### src/rtl/psw_defines.vh
// Constants shared by the status word block and its flag calculator.
`ifndef PSW_DEFINES_VH
`define PSW_DEFINES_VH

`define PSW_ADDR 8'hd0
`define RESULT_ADDR 8'hd4
`define PSW_RESET 8'h00
`define RESULT_RESET 8'h00

`define PSW_BIT_CY 7
`define PSW_BIT_AC 6
`define PSW_BIT_F0 5
`define PSW_BIT_RS_HI 4
`define PSW_BIT_RS_LO 3
`define PSW_BIT_OV 2
`define PSW_BIT_F1 1
`define PSW_BIT_P 0

`define ALU_ADD 3'h0
`define ALU_ADDC 3'h1
`define ALU_SUBB 3'h2
`define ALU_RLC 3'h3
`define ALU_RRC 3'h4
`define ALU_CMP 3'h5
`define ALU_DA 3'h6
`define ALU_PASS 3'h7

`define BIT_CLR 3'h0
`define BIT_SET 3'h1
`define BIT_CPL 3'h2
`define BIT_AND 3'h3
`define BIT_OR 3'h4
`define BIT_ANDN 3'h5
`define BIT_ORN 3'h6
`define BIT_MOV 3'h7

`endif

### src/rtl/alu_flag_calc.v
// Combinational ALU result and flag calculation for the status word.
`timescale 1ns/100ps
`include "psw_defines.vh"

module alu_flag_calc (
  input wire [2:0] op_i,
  input wire [7:0] a_i,
  input wire [7:0] b_i,
  input wire cy_i,
  input wire ac_i,
  output reg [7:0] res_o,
  output reg cy_o,
  output reg ac_o,
  output reg ov_o,
  output reg upd_cy_o,
  output reg upd_ac_o,
  output reg upd_ov_o
);

  reg cin;
  reg [8:0] wide;
  reg [4:0] low;
  reg [8:0] adj;

  always @* begin
    cin = 1'b0;
    wide = 9'h000;
    low = 5'h00;
    adj = {1'b0, a_i};
    res_o = a_i;
    cy_o = cy_i;
    ac_o = ac_i;
    ov_o = 1'b0;
    upd_cy_o = 1'b0;
    upd_ac_o = 1'b0;
    upd_ov_o = 1'b0;
    case (op_i)
      `ALU_ADD, `ALU_ADDC: begin
        cin = (op_i == `ALU_ADDC) ? cy_i : 1'b0;
        wide = {1'b0, a_i} + {1'b0, b_i} + {8'h00, cin};
        low = {1'b0, a_i[3:0]} + {1'b0, b_i[3:0]} + {4'h0, cin};
        res_o = wide[7:0];
        cy_o = wide[8];
        ac_o = low[4];
        // Carry out of bit six xor bit seven.
        ov_o = (a_i[7] == b_i[7]) && (wide[7] != a_i[7]);
        upd_cy_o = 1'b1;
        upd_ac_o = 1'b1;
        upd_ov_o = 1'b1;
      end
      `ALU_SUBB: begin
        wide = {1'b0, a_i} - {1'b0, b_i} - {8'h00, cy_i};
        low = {1'b0, a_i[3:0]} - {1'b0, b_i[3:0]} - {4'h0, cy_i};
        res_o = wide[7:0];
        cy_o = wide[8];
        ac_o = low[4];
        ov_o = (a_i[7] != b_i[7]) && (wide[7] != a_i[7]);
        upd_cy_o = 1'b1;
        upd_ac_o = 1'b1;
        upd_ov_o = 1'b1;
      end
      `ALU_RLC: begin
        res_o = {a_i[6:0], cy_i};
        cy_o = a_i[7];
        upd_cy_o = 1'b1;
      end
      `ALU_RRC: begin
        res_o = {cy_i, a_i[7:1]};
        cy_o = a_i[0];
        upd_cy_o = 1'b1;
      end
      `ALU_CMP: begin
        cy_o = (a_i < b_i);
        upd_cy_o = 1'b1;
      end
      `ALU_DA: begin
        if (ac_i || (a_i[3:0] > 4'h9)) begin
          adj = adj + 9'h006;
        end
        if (cy_i || adj[8] || (adj[7:4] > 4'h9)) begin
          adj = adj + 9'h060;
        end
        res_o = adj[7:0];
        // Decimal adjust can only set carry, never clear it.
        cy_o = cy_i | adj[8];
        upd_cy_o = 1'b1;
      end
      default: begin
        res_o = a_i;
      end
    endcase
  end

endmodule

### src/rtl/status_word_flags.v
// Status word: ALU flags, user flags, bank select and parity, on Wishbone.
//
// Our own choice: the Wishbone register port.
`timescale 1ns/100ps
`include "psw_defines.vh"

module status_word_flags #(
  parameter ADDR_W = 8,
  parameter DATA_W = 32
) (
  input wire clk_i,
  input wire rst_i,
  input wire [ADDR_W-1:0] adr_i,
  input wire [DATA_W-1:0] dat_i,
  output reg [DATA_W-1:0] dat_o,
  input wire we_i,
  input wire [3:0] sel_i,
  input wire cyc_i,
  input wire stb_i,
  output reg ack_o,
  input wire [7:0] acc_i,
  input wire alu_valid_i,
  input wire [2:0] alu_op_i,
  input wire [7:0] alu_a_i,
  input wire [7:0] alu_b_i,
  input wire bit_valid_i,
  input wire [2:0] bit_op_i,
  input wire bit_val_i,
  input wire [2:0] reg_idx_i,
  output reg [7:0] alu_result_o,
  output reg [7:0] psw_o,
  output reg carry_o,
  output reg [4:0] wreg_addr_o
);

  reg cy_q;
  reg ac_q;
  reg f0_q;
  reg [1:0] bank_q;
  reg ov_q;
  reg f1_q;
  reg p_q;
  reg [7:0] result_q;

  reg cy_d;
  reg ac_d;
  reg f0_d;
  reg [1:0] bank_d;
  reg ov_d;
  reg f1_d;

  wire bus_req;
  wire bus_wr;
  wire psw_wr;
  wire [7:0] psw_now;

  wire [7:0] calc_res;
  wire calc_cy;
  wire calc_ac;
  wire calc_ov;
  wire upd_cy;
  wire upd_ac;
  wire upd_ov;

  // Address match against one register word; used for reads and writes.
  function hit;
    input [ADDR_W-1:0] adr;
    input [7:0] reg_addr;
    begin
      hit = (adr[7:2] == reg_addr[7:2]);
    end
  endfunction

  // Boolean operation with the carry as the one-bit accumulator.
  function bit_calc;
    input [2:0] op;
    input cy;
    input val;
    begin
      case (op)
        `BIT_CLR: bit_calc = 1'b0;
        `BIT_SET: bit_calc = 1'b1;
        `BIT_CPL: bit_calc = ~cy;
        `BIT_AND: bit_calc = cy & val;
        `BIT_OR: bit_calc = cy | val;
        `BIT_ANDN: bit_calc = cy & ~val;
        `BIT_ORN: bit_calc = cy | ~val;
        default: bit_calc = val;
      endcase
    end
  endfunction

  alu_flag_calc u_calc (
    .op_i(alu_op_i),
    .a_i(alu_a_i),
    .b_i(alu_b_i),
    .cy_i(cy_q),
    .ac_i(ac_q),
    .res_o(calc_res),
    .cy_o(calc_cy),
    .ac_o(calc_ac),
    .ov_o(calc_ov),
    .upd_cy_o(upd_cy),
    .upd_ac_o(upd_ac),
    .upd_ov_o(upd_ov)
  );

  assign bus_req = cyc_i & stb_i & ~ack_o;
  assign bus_wr = bus_req & we_i & sel_i[0];
  assign psw_wr = bus_wr & hit(adr_i, `PSW_ADDR);
  assign psw_now = {cy_q, ac_q, f0_q, bank_q, ov_q, f1_q, p_q};

  // Bus write first, then datapath updates, so a hardware event in the
  // same cycle as a software write is never lost.
  always @* begin
    cy_d = cy_q;
    ac_d = ac_q;
    f0_d = f0_q;
    bank_d = bank_q;
    ov_d = ov_q;
    f1_d = f1_q;
    if (psw_wr) begin
      cy_d = dat_i[`PSW_BIT_CY];
      ac_d = dat_i[`PSW_BIT_AC];
      f0_d = dat_i[`PSW_BIT_F0];
      f1_d = dat_i[`PSW_BIT_F1];
      bank_d = dat_i[`PSW_BIT_RS_HI:`PSW_BIT_RS_LO];
      ov_d = dat_i[`PSW_BIT_OV];
    end
    if (alu_valid_i) begin
      if (upd_cy) begin
        cy_d = calc_cy;
      end
      if (upd_ac) begin
        ac_d = calc_ac;
      end
      if (upd_ov) begin
        ov_d = calc_ov;
      end
    end else if (bit_valid_i) begin
      cy_d = bit_calc(bit_op_i, cy_q, bit_val_i);
    end
  end

  always @(posedge clk_i) begin
    if (rst_i) begin
      cy_q <= 1'b0;
      ac_q <= 1'b0;
      f0_q <= 1'b0;
      bank_q <= 2'h0;
      ov_q <= 1'b0;
      f1_q <= 1'b0;
      p_q <= 1'b0;
      result_q <= `RESULT_RESET;
    end else begin
      cy_q <= cy_d;
      ac_q <= ac_d;
      f0_q <= f0_d;
      bank_q <= bank_d;
      ov_q <= ov_d;
      f1_q <= f1_d;
      p_q <= ^acc_i;
      if (alu_valid_i) begin
        result_q <= calc_res;
      end
    end
  end

  // Outputs are registered copies, so they lag the flags by one cycle.
  always @(posedge clk_i) begin
    if (rst_i) begin
      alu_result_o <= `RESULT_RESET;
      psw_o <= `PSW_RESET;
      carry_o <= 1'b0;
      wreg_addr_o <= 5'h00;
    end else begin
      alu_result_o <= result_q;
      psw_o <= psw_now;
      carry_o <= cy_q;
      wreg_addr_o <= {bank_q, reg_idx_i};
    end
  end

  // Single wait-free answer: ack one cycle after the request, then low.
  // Unmapped addresses are acknowledged and read as zero.
  always @(posedge clk_i) begin
    if (rst_i) begin
      ack_o <= 1'b0;
      dat_o <= {DATA_W{1'b0}};
    end else begin
      ack_o <= bus_req;
      dat_o <= {DATA_W{1'b0}};
      if (bus_req && !we_i) begin
        if (hit(adr_i, `PSW_ADDR)) begin
          dat_o <= {{(DATA_W-8){1'b0}}, psw_now};
        end else if (hit(adr_i, `RESULT_ADDR)) begin
          dat_o <= {{(DATA_W-8){1'b0}}, result_q};
        end
      end
    end
  end

endmodule

### config.mk
export PLATFORM = sky130hd
export DESIGN_NAME = status_word_flags
export DESIGN_NICKNAME = d
export VERILOG_FILES = /design/src/rtl/alu_flag_calc.v /design/src/rtl/status_word_flags.v
export VERILOG_INCLUDE_DIRS = /design/src /design/src/rtl
export SDC_FILE = /design/constraint.sdc
export NUM_CORES = 1
export LEC_CHECK = 0
export ABC_AREA = 0
export ABC_CLOCK_PERIOD_IN_PS = 8500
export BUFFER_PORTS_ARGS = -buffer_cell sky130_fd_sc_hd__buf_2
export CELL_PAD_IN_SITES_DETAIL_PLACEMENT = 0
export CELL_PAD_IN_SITES_GLOBAL_PLACEMENT = 1
export CORE_MARGIN = 2
export CORE_UTILIZATION = 38
export DETAILED_ROUTE_END_ITERATION = 8
export GPL_TIMING_DRIVEN = 0
export PLACE_DENSITY = 0.95
export SYNTH_ARGS = -nofsm -noshare
export SYNTH_HDL_FRONTEND = slang
export SYNTH_HIERARCHICAL = 1
export SYNTH_SLANG_ARGS = --single-unit
### constraint.sdc
create_clock -name clk_i -period 8.5 [get_ports clk_i]
set_input_delay 0.85 -clock clk_i [delete_from_list [all_inputs] [get_ports clk_i]]
set_output_delay 0.85 -clock clk_i [all_outputs]
set_load 0.05 [all_outputs]
==> flow_metrics.tcl, run 1 <==
set metrics [dict create \
    multiInputGateArea_um2 2400 \
    reg2reg_depth 13 \
    cts_max_path_buffers 2 \
    wire_per_inst_um 13.8 \
    grt_overflow 0 \
    reg2reg_from "cy_q" \
    yosysWarnings 6 \
    hold_start "p_q" \
    initial_core_util 0.393 \
    drt-total-wl_um 9490 \
    core-area_um2 9240 \
    tns_ns 0 \
    layout.nets 678 \
    clk_pin_slew_ns 0.09 \
    hold_buffers 0 \
    crit_fanout 10 \
    vias 3408 \
    io_buffers 84 \
    start_kind "input pin" \
    slew_headroom 0.496 \
    cts_tree "built" \
    ys_ff_latch 44 \
    antenna_found_initial 0 \
    ios 140 \
    yosysUniqueCellTypes 63 \
    worstHoldEndpoint "psw_o[0]" \
    end_kind "register" \
    detail-route-antenna-nets 0 \
    nFillCells 928 \
    synth_edf_count 0 \
    power_density_nw_per_um2 141 \
    drc 0 \
    post_cts_buffers 0 \
    grt_usage 0.182 \
    diodes 0 \
    r2r_end "cy_q" \
    first_iter_violations 199 \
    cap_violations 0 \
    wl_met1_um 4230 \
    worstMarginPinSlew_ns 0.750 \
    vias_per_cell 4.95 \
    worst_ep_arrival_time_ns 4.37 \
    clock-root-buffer "clkbuf_8" \
    leakage_nw 2.09 \
    synth_area_um2 3630 \
    die_h_um 102 \
    period_needed_ns 4.19 \
    die_x_um 102 \
    dp_hpwl_um 7750 \
    hold_violations 0 \
    area_growth_pct 21.6 \
    ys_seq_area_frac 0.243 \
    hold_path.class "reg2reg" \
    firstDrtPassIters 4 \
    crit_type "in2reg" \
    maxSlewViolCount 0 \
    synth_top_flop_cell "dfxtp_1" \
    fin_area_um2 4410 \
    grt_pass1_wl_um 15000 \
    first_global_vias 3159 \
    dr_wl_met3_um 511 \
    drive_gt1_frac 0.254 \
    cp.required_ns 8.68 \
    syn_avg_cell_area_um2 8.17 \
    wl_met2_um 4560 \
    reg2reg_slack_ns 4.78 \
    holdPathStages 1 \
    syn_inst 444 \
    routabilityCongestion 0.945 \
    dieArea_um2 10300 \
    placed_area_um2 4300 \
    fin_worst_skew_ns 0.00389 \
    rows 35 \
    status "finished, final reports clean" \
    seq_area_um2 881 \
    synth-async-reset-ratio 0 \
    vdd_drop_max_v 0.0000803 \
    grt_max_degree 16 \
    finalCritPeriodShare 0.492 \
    top_layer "met4" \
    cts_made_buffers 5 \
    cts_sinks 44 \
    clk_latency_ns 0.30 \
    h-tree-depth 2 \
    setup_violations 0 \
    cts_resized 0 \
    timing.fmax_mhz 239 \
    rsz0062_at_grt "no" \
]
==> metal layers <==
metal | vias to the layer above | global-route usage
li1 | 1717 | -
met1 | 1559 | 0.217
met2 | 120 | 0.337
met3 | 12 | 0.0207
met4 | 0 | 0.0561
met5 | - | 0
==> cell usage in the layout (no fill, tap or decap), types with 3 or more instances in the layout <==
cell type / instances
a211o_1: 3
a211oi_1: 3
a21oi_1: 14
a221o_1: 4
a22oi_1: 10
a31oi_1: 5
buf_1: 4
buf_2: 89
buf_4: 30
clkbuf_1: 8
clkbuf_8: 5
conb_1: 24
dfxtp_1: 44
fa_1: 4
ha_1: 31
inv_1: 34
mux2i_1: 18
nand2_1: 23
nand2b_1: 6
nand3_1: 5
nand3b_1: 3
nor2_1: 51
nor2b_1: 22
nor3_1: 9
o21a_1: 4
o21ai_0: 24
o21bai_1: 3
o221ai_1: 3
o22ai_1: 3
or3_1: 3
xnor2_1: 21
xor2_1: 4
==> worst max-delay path, stage by stage <==
cell	delay (ns)
buf_2	0.09
clkbuf_1	0.35
buf_1	0.44
nand3_1	0.15
fa_1	0.44
fa_1	0.43
o21bai_1	0.15
a21oi_1	0.16
nor2_1	0.16
o21ai_0	0.13
mux2_2	0.30
a221oi_1	0.34
a21oi_1	0.14
mux2i_1	0.16
nor2_1	0.05
==> area by class of cell <==
| type | count | share of cell area |
|---|---|---|
| Multi-Input combinational cell | 341 | 0.544 |
| Sequential cell | 44 | 0.200 |
| Timing Repair Buffer | 84 | 0.0953 |
| Buffer | 48 | 0.0695 |
| Tap cell | 129 | 0.0366 |
| Inverter | 34 | 0.0289 |
| Clock buffer | 5 | 0.0156 |
| Clock inverter | 3 | 0.0105 |
==> cell families after synthesis <==
family / count (synthesis) / share of synthesized area
flops: 44 / 0.243
other cells: 1 / 0.00103
buf+inv: 82 / 0.120
fa+ha+maj: 35 / 0.129
xor+xnor: 25 / 0.0603
compound gates: 102 / 0.203
simple gates: 136 / 0.192
mux: 19 / 0.0528
==> power by group <==
group	leakage [nW]	switching, mW	internal, mW
sequential	0.359	0.00733	0.216
clock	0.0548	0.0741	0.0885
combinational	1.67	0.143	0.0908
total	2.09	0.225	0.395
==> how the worst max path moves through the flow <==
stage | startpoint | endpoint | slack, ns
2_1_floorplan | alu_op_i[0] | result_q[6] | 4.84
3_3_place_gp | alu_op_i[0] | result_q[6] | 4.08
3_5_place_dp | alu_op_i[0] | result_q[6] | 4.06
4_1_cts | alu_op_i[0] | result_q[6] | 4.36
5_1_grt | alu_op_i[0] | result_q[6] | 4.08
6_report | alu_op_i[0] | result_q[6] | 4.31
==> stage by stage <==
step                      hold WS, ns  instances  total power, mW  utilization  worst slack [ns]
after detailed placement        0.464        680            0.460        0.465              4.06
after CTS                       0.479        688            0.619        0.477              4.36
after global routing            0.489        688            0.651        0.477              4.08
after floorplan                 0.439        467            0.403            -              4.84
after global placement          0.461        680            0.455        0.465              4.08
final                           0.478        688            0.620        0.477              4.31
==> synth_stat cells (6+ instances only) <==
| cell | number | area share |
|---|---|---|
| nor2_1 | 51 | 0.053 |
| dfxtp_1 | 44 | 0.24 |
| inv_1 | 34 | 0.035 |
| ha_1 | 31 | 0.11 |
| buf_4 | 30 | 0.062 |
| o21ai_0 | 24 | 0.033 |
| nand2_1 | 23 | 0.024 |
| nor2b_1 | 22 | 0.038 |
| xnor2_1 | 21 | 0.051 |
| mux2i_1 | 18 | 0.050 |
| a21oi_1 | 14 | 0.019 |
| a22oi_1 | 10 | 0.021 |
| nor3_1 | 9 | 0.012 |
| clkbuf_1 | 8 | 0.0083 |
| nand2b_1 | 6 | 0.010 |
==> flip-flops by register name, indices dropped and copies added, names as in the netlist, 2 cells and up <==
| signal | cells |
|---|---|
| alu_result_o | 8 |
| bank_q | 2 |
| dat_o | 8 |
| psw_o | 8 |
| result_q | 8 |
| wreg_addr_o | 3 |
(Power assumes the default switching activity.)
==> run 2, diff against run 1 <==
--- a/config.mk
+++ b/config.mk
@@ -7,15 +7,15 @@
 export NUM_CORES = 1
 export LEC_CHECK = 0
 export ABC_AREA = 0
-export ABC_CLOCK_PERIOD_IN_PS = 8500
+export ABC_CLOCK_PERIOD_IN_PS = 3700
 export BUFFER_PORTS_ARGS = -buffer_cell sky130_fd_sc_hd__buf_2
 export CELL_PAD_IN_SITES_DETAIL_PLACEMENT = 0
 export CELL_PAD_IN_SITES_GLOBAL_PLACEMENT = 1
 export CORE_MARGIN = 2
-export CORE_UTILIZATION = 38
+export CORE_UTILIZATION = 32
 export DETAILED_ROUTE_END_ITERATION = 8
 export GPL_TIMING_DRIVEN = 0
-export PLACE_DENSITY = 0.95
+export PLACE_DENSITY = 0.88
 export SYNTH_ARGS = -nofsm -noshare
 export SYNTH_HDL_FRONTEND = slang
 export SYNTH_HIERARCHICAL = 1
==> constraint.sdc (replaced) <==
create_clock -name clk_i -period 3.7 [get_ports clk_i]
set_input_delay 0.37 -clock clk_i [delete_from_list [all_inputs] [get_ports clk_i]]
set_output_delay 0.37 -clock clk_i [all_outputs]
set_load 0.05 [all_outputs]
==> flow_metrics.tcl, run 2 (synthesis gave the netlist of run 1 again) <==
set metrics [dict create \
    status "finished, final reports clean" \
    dp_hpwl_um 8260 \
    finalCritPeriodShare 0.942 \
    power_density_nw_per_um2 346 \
    dpl.cell_count 691 \
    firstDrtPassIters 4 \
    cap_violations 0 \
    drt-total-wl_um 9810 \
    vias 3398 \
    dieArea_um2 12200 \
    first_iter_violations 211 \
    io_buffers 84 \
    top_layer "met4" \
    wl_met2_um 4800 \
    hold_violations 0 \
    hold_buffers 0 \
    critPathSlowestCell "dfxtp_2" \
    period_needed_ns 3.49 \
    slowest_delay_ns 0.48 \
    grt_max_degree 16 \
    worstMarginPinSlew_ns 0.732 \
    cts_resized 2 \
    cpMostUsedCell "fa_1" \
    end_kind "register" \
    cts_sinks 44 \
    wire_per_inst_um 14.1 \
    wl_met1_um 4340 \
    cp.required_ns 3.87 \
    layout.nets 677 \
    hold_path.class "in2reg" \
    worstHoldEndpoint "wreg_addr_o[0]" \
    holdPathStages 2 \
    cp_num_buf_inv 1 \
    reg2reg_depth 13 \
    drc 0 \
    crit_fanout 11 \
    grt_overflow 0 \
    rsz0062_at_grt "no" \
    reg2reg_slack_ns 0.21 \
    clk_latency_ns 0.28 \
    vdd_drop_max_v 0.000358 \
    grt_usage 0.155 \
    grt_pass1_wl_um 16100 \
    dr_wl_met3_um 554 \
    detail-route-antenna-nets 0 \
    leakage_nw 2.11 \
    cts_made_buffers 5 \
    initial_core_util 0.332 \
    setup_violations 0 \
    worst_ep_arrival_time_ns 3.66 \
    r2r_end "cy_q" \
    drive_gt1_frac 0.262 \
    rows 38 \
    clock-root-buffer "clkbuf_16" \
    slew_headroom 0.508 \
    clk_pin_slew_ns 0.06 \
    reg2reg_from "cy_q" \
    maxSlewViolCount 0 \
    area_growth_pct 23.8 \
    fin_hold_ws_ns 0.305 \
    tns_ns 0 \
    final_cell_count_no_fill 698 \
    power.total_mw 1.56 \
    die_x_um 110 \
    antenna_found_initial 0 \
    post_cts_buffers 0 \
    crit_type "reg2reg" \
    final_cell_mix "90 x buf_2, 50 x nor2_1, 43 x dfxtp_1, 34 x inv_1, 31 x ha_1" \
    hold_start "reg_idx_i[0]" \
    first_global_vias 3300 \
    start_kind "register" \
    h-tree-depth 2 \
    fin_worst_skew_ns 0.00343 \
    vias_per_cell 4.87 \
    timing.fmax_mhz 287 \
    worstPathCellList "inv_1 -> fa_1 -> fa_1 -> nand2b_1 -> a21oi_2 -> o21ai_0 -> a31oi_1 -> xnor2_1 -> o221ai_1 -> o22a_1 -> nor2b_1 -> nor3b_1 -> a211o_1" \
    nFillCells 1120 \
    crit_family "compound AO/OA/AOI/OAI gates" \
    die_h_um 110 \
    diodes 0 \
    cts_tree "built" \
    mostFrequentLayoutCell "buf_2" \
    ios 140 \
    routabilityCongestion 0.935 \
    core-area_um2 10900 \
    cts_max_path_buffers 2 \
]
[run 2: worst max path at each step]
stage	startpoint	cells after the start	endpoint	slack, ns
3_5_place_dp	alu_op_i[0]	15	result_q[6]	-0.33
6_report	cy_q	13	cy_q	0.21
4_1_cts	alu_op_i[2]	15	result_q[6]	0.007
5_1_grt	cy_q	13	cy_q	0.05
2_1_floorplan	alu_op_i[0]	14	result_q[6]	0.52
3_3_place_gp	alu_op_i[0]	15	result_q[6]	-0.23
[run 2: metrics by stage]
stage               utilization  area (µm²)  worst slack (ns)
finish                    0.411        4490             0.214
global route              0.411        4490            0.0487
CTS                       0.410        4480           0.00709
detailed placement        0.394        4310            -0.332
global placement          0.394        4310            -0.229
floorplan                     -        3710             0.523
[run 2: report_power, final]
part	total (mW)	internal (mW)	switching [mW]
registers	0.514	0.497	0.0165
clock network	0.499	0.320	0.178
logic	0.544	0.210	0.334
[run 2: area by class of cell]
| type | instances | area [µm²] | share of cell area |
|---|---|---|---|
| Tap cell | 140 | 175 | 0.0390 |
| Buffer | 47 | 304 | 0.0677 |
| Inverter | 34 | 128 | 0.0284 |
| Clock inverter | 3 | 46.3 | 0.0103 |
| Sequential cell | 44 | 882 | 0.196 |
| Timing Repair Buffer | 84 | 420 | 0.0936 |
| Clock buffer | 5 | 125 | 0.0279 |
| Multi-Input combinational cell | 341 | 2410 | 0.537 |
[run 2: layer usage]
layer  GRT usage  vias to the layer above
met5           0                        -
met1       0.190                     1560
met4      0.0425                        0
met2       0.278                      117
met3      0.0274                       10
li1            -                     1711
[run 2: worst register-to-register path, delay by kind of cell (launching register included)]
family                     cells  cell delay [ns]
AOI/OAI and AO/OA              6             1.36
adders and majority gates      2             0.86
DFF                            1             0.48
and+or+nand+nor                3             0.36
buffers and inverters          1             0.16
xor gates and xnor gates       1             0.15
==> run 3, diff against run 2 <==
--- a/config.mk
+++ b/config.mk
@@ -11,7 +11,7 @@
 export BUFFER_PORTS_ARGS = -buffer_cell sky130_fd_sc_hd__buf_2
 export CELL_PAD_IN_SITES_DETAIL_PLACEMENT = 0
 export CELL_PAD_IN_SITES_GLOBAL_PLACEMENT = 1
-export CORE_MARGIN = 2
+export CORE_MARGIN = 5
 export CORE_UTILIZATION = 32
 export DETAILED_ROUTE_END_ITERATION = 8
 export GPL_TIMING_DRIVEN = 0
==> flow_metrics.tcl, run 3 (synthesis gave the netlist of run 1 again) <==
set metrics [dict create \
    status "finished, final reports clean" \
    tns_ns 0 \
    grt_pass1_wl_um 15400 \
    use_met1 0.186 \
    h-tree-depth 2 \
    mostFrequentLayoutCell "buf_2" \
    crit_fanout 10 \
    worst_ep_arrival_time_ns 3.69 \
    ios 140 \
    final_cell_mix "90 x buf_2, 50 x nor2_1, 43 x dfxtp_1, 34 x inv_1, 31 x ha_1" \
    cts_tree "built" \
    crit_type "in2reg" \
    cap_violations 0 \
    vias_per_cell 4.86 \
    slew_headroom 0.507 \
    fin_area_um2 4500 \
    clk_pin_slew_ns 0.06 \
    clock-root-buffer "clkbuf_16" \
    busiest_layer "met2" \
    hold_path.class "in2reg" \
    dp_hpwl_um 8120 \
    firstDrtPassIters 5 \
    startpoint "alu_op_i[0]" \
    r2r_end "cy_q" \
    cts_made_buffers 5 \
    placed_area_um2 4310 \
    core-area_um2 11000 \
    period_needed_ns 3.54 \
    rsz0062_at_grt "yes" \
    hold_violations 0 \
    drive_gt1_frac 0.261 \
    leakage_nw 2.12 \
    post_cts_buffers 0 \
    vdd_drop_max_v 0.000296 \
    die_x_um 116 \
    routabilityCongestion 0.868 \
    end_kind "register" \
    reg2reg_from "cy_q" \
    wire_per_inst_um 13.9 \
    worstMarginPinSlew_ns 0.735 \
    endpoint "result_q[6]" \
    drc 0 \
    initial_core_util 0.330 \
    vias 3394 \
    diodes 0 \
    grt_overflow 0 \
    io_buffers 84 \
    finalCritPeriodShare 0.956 \
    clk_latency_ns 0.28 \
    maxSlewViolCount 0 \
    grt_usage 0.140 \
    dieArea_um2 13600 \
    power.total_mw 1.56 \
    cts_max_path_buffers 2 \
    start_kind "input pin" \
    area_growth_pct 23.9 \
    layout.nets 678 \
    first_global_vias 3224 \
    reg2reg_slack_ns 0.28 \
    cts_sinks 44 \
    die_h_um 116 \
    reg2reg_depth 13 \
    drt-total-wl_um 9730 \
    power_density_nw_per_um2 347 \
    fin_worst_skew_ns 0.00223 \
    rows 38 \
    first_iter_violations 226 \
    fin_hold_ws_ns 0.302 \
    timing.fmax_mhz 283 \
    cp.required_ns 3.85 \
    grtUsageMet2 0.237 \
    antenna_found_initial 0 \
    grtUsageMet3 0.0176 \
    grt_max_degree 15 \
    detail-route-antenna-nets 0 \
    setup_violations 0 \
]
==> run 3: area by class of cell <==
type                            instances  area (µm²)
Clock buffer                            6         139
Tap cell                              140         175
Buffer                                 48         308
Sequential cell                        44         882
Inverter                               34         128
Clock inverter                          2        38.8
Timing Repair Buffer                   84         420
Multi-Input combinational cell        341        2410
Fill cell                            1109        6490
==> run 3: worst min-delay path by stage <==
stage,start,to,slack (ns),depth (start not counted)
floorplan,p_q,psw_o[0],0.44,1
global placement,p_q,psw_o[0],0.46,1
detailed placement,p_q,psw_o[0],0.47,1
CTS,reg_idx_i[1],wreg_addr_o[1],0.30,2
global route,reg_idx_i[1],wreg_addr_o[1],0.32,2
finish,reg_idx_i[1],wreg_addr_o[1],0.30,2
==> run 3: repair_timing <==
action | CTS | global route
setup endpoints to repair | 2 | 2
gates resized for setup | 2 | 2
hold endpoints to repair | 0 | 0
hold buffers | 0 | 0
==> run 3: critical path, cell delays in order <==
cell and delay [ns]:
buf_2 0.10, clkbuf_1 0.33, buf_2 0.31, nand3_1 0.12
fa_1 0.43, fa_1 0.43, o21bai_1 0.14, a21oi_1 0.16
nor2_1 0.20, o21ai_0 0.11, mux2_2 0.30, a221oi_1 0.32
a21oi_1 0.13, mux2i_1 0.16, nor2_1 0.06
==> run 3: layer usage <==
metal	share of wire	wire length, µm	vias to the layer above
li1	-	-	1714
met1	0.44	4260	1518
met2	0.46	4510	147
met3	0.084	816	15
met4	0.016	153	0
met5	0	0	-
==> run 3: power breakdown <==
group	leakage, nW	switching, mW	total (mW)	internal, mW
registers	0.359	0.0168	0.514	0.497
clock network	0.0871	0.169	0.506	0.337
logic	1.68	0.329	0.538	0.209
total	2.12	0.515	1.56	1.04
==> run 3: through the flow <==
stage,std cells,setup slack (ns),util
after global routing,699,-0.0373,0.409
after detailed placement,691,-0.322,0.392
after CTS,699,0.0562,0.409
after global placement,691,-0.193,0.392
after floorplan,467,0.523,-
final,699,0.164,0.409
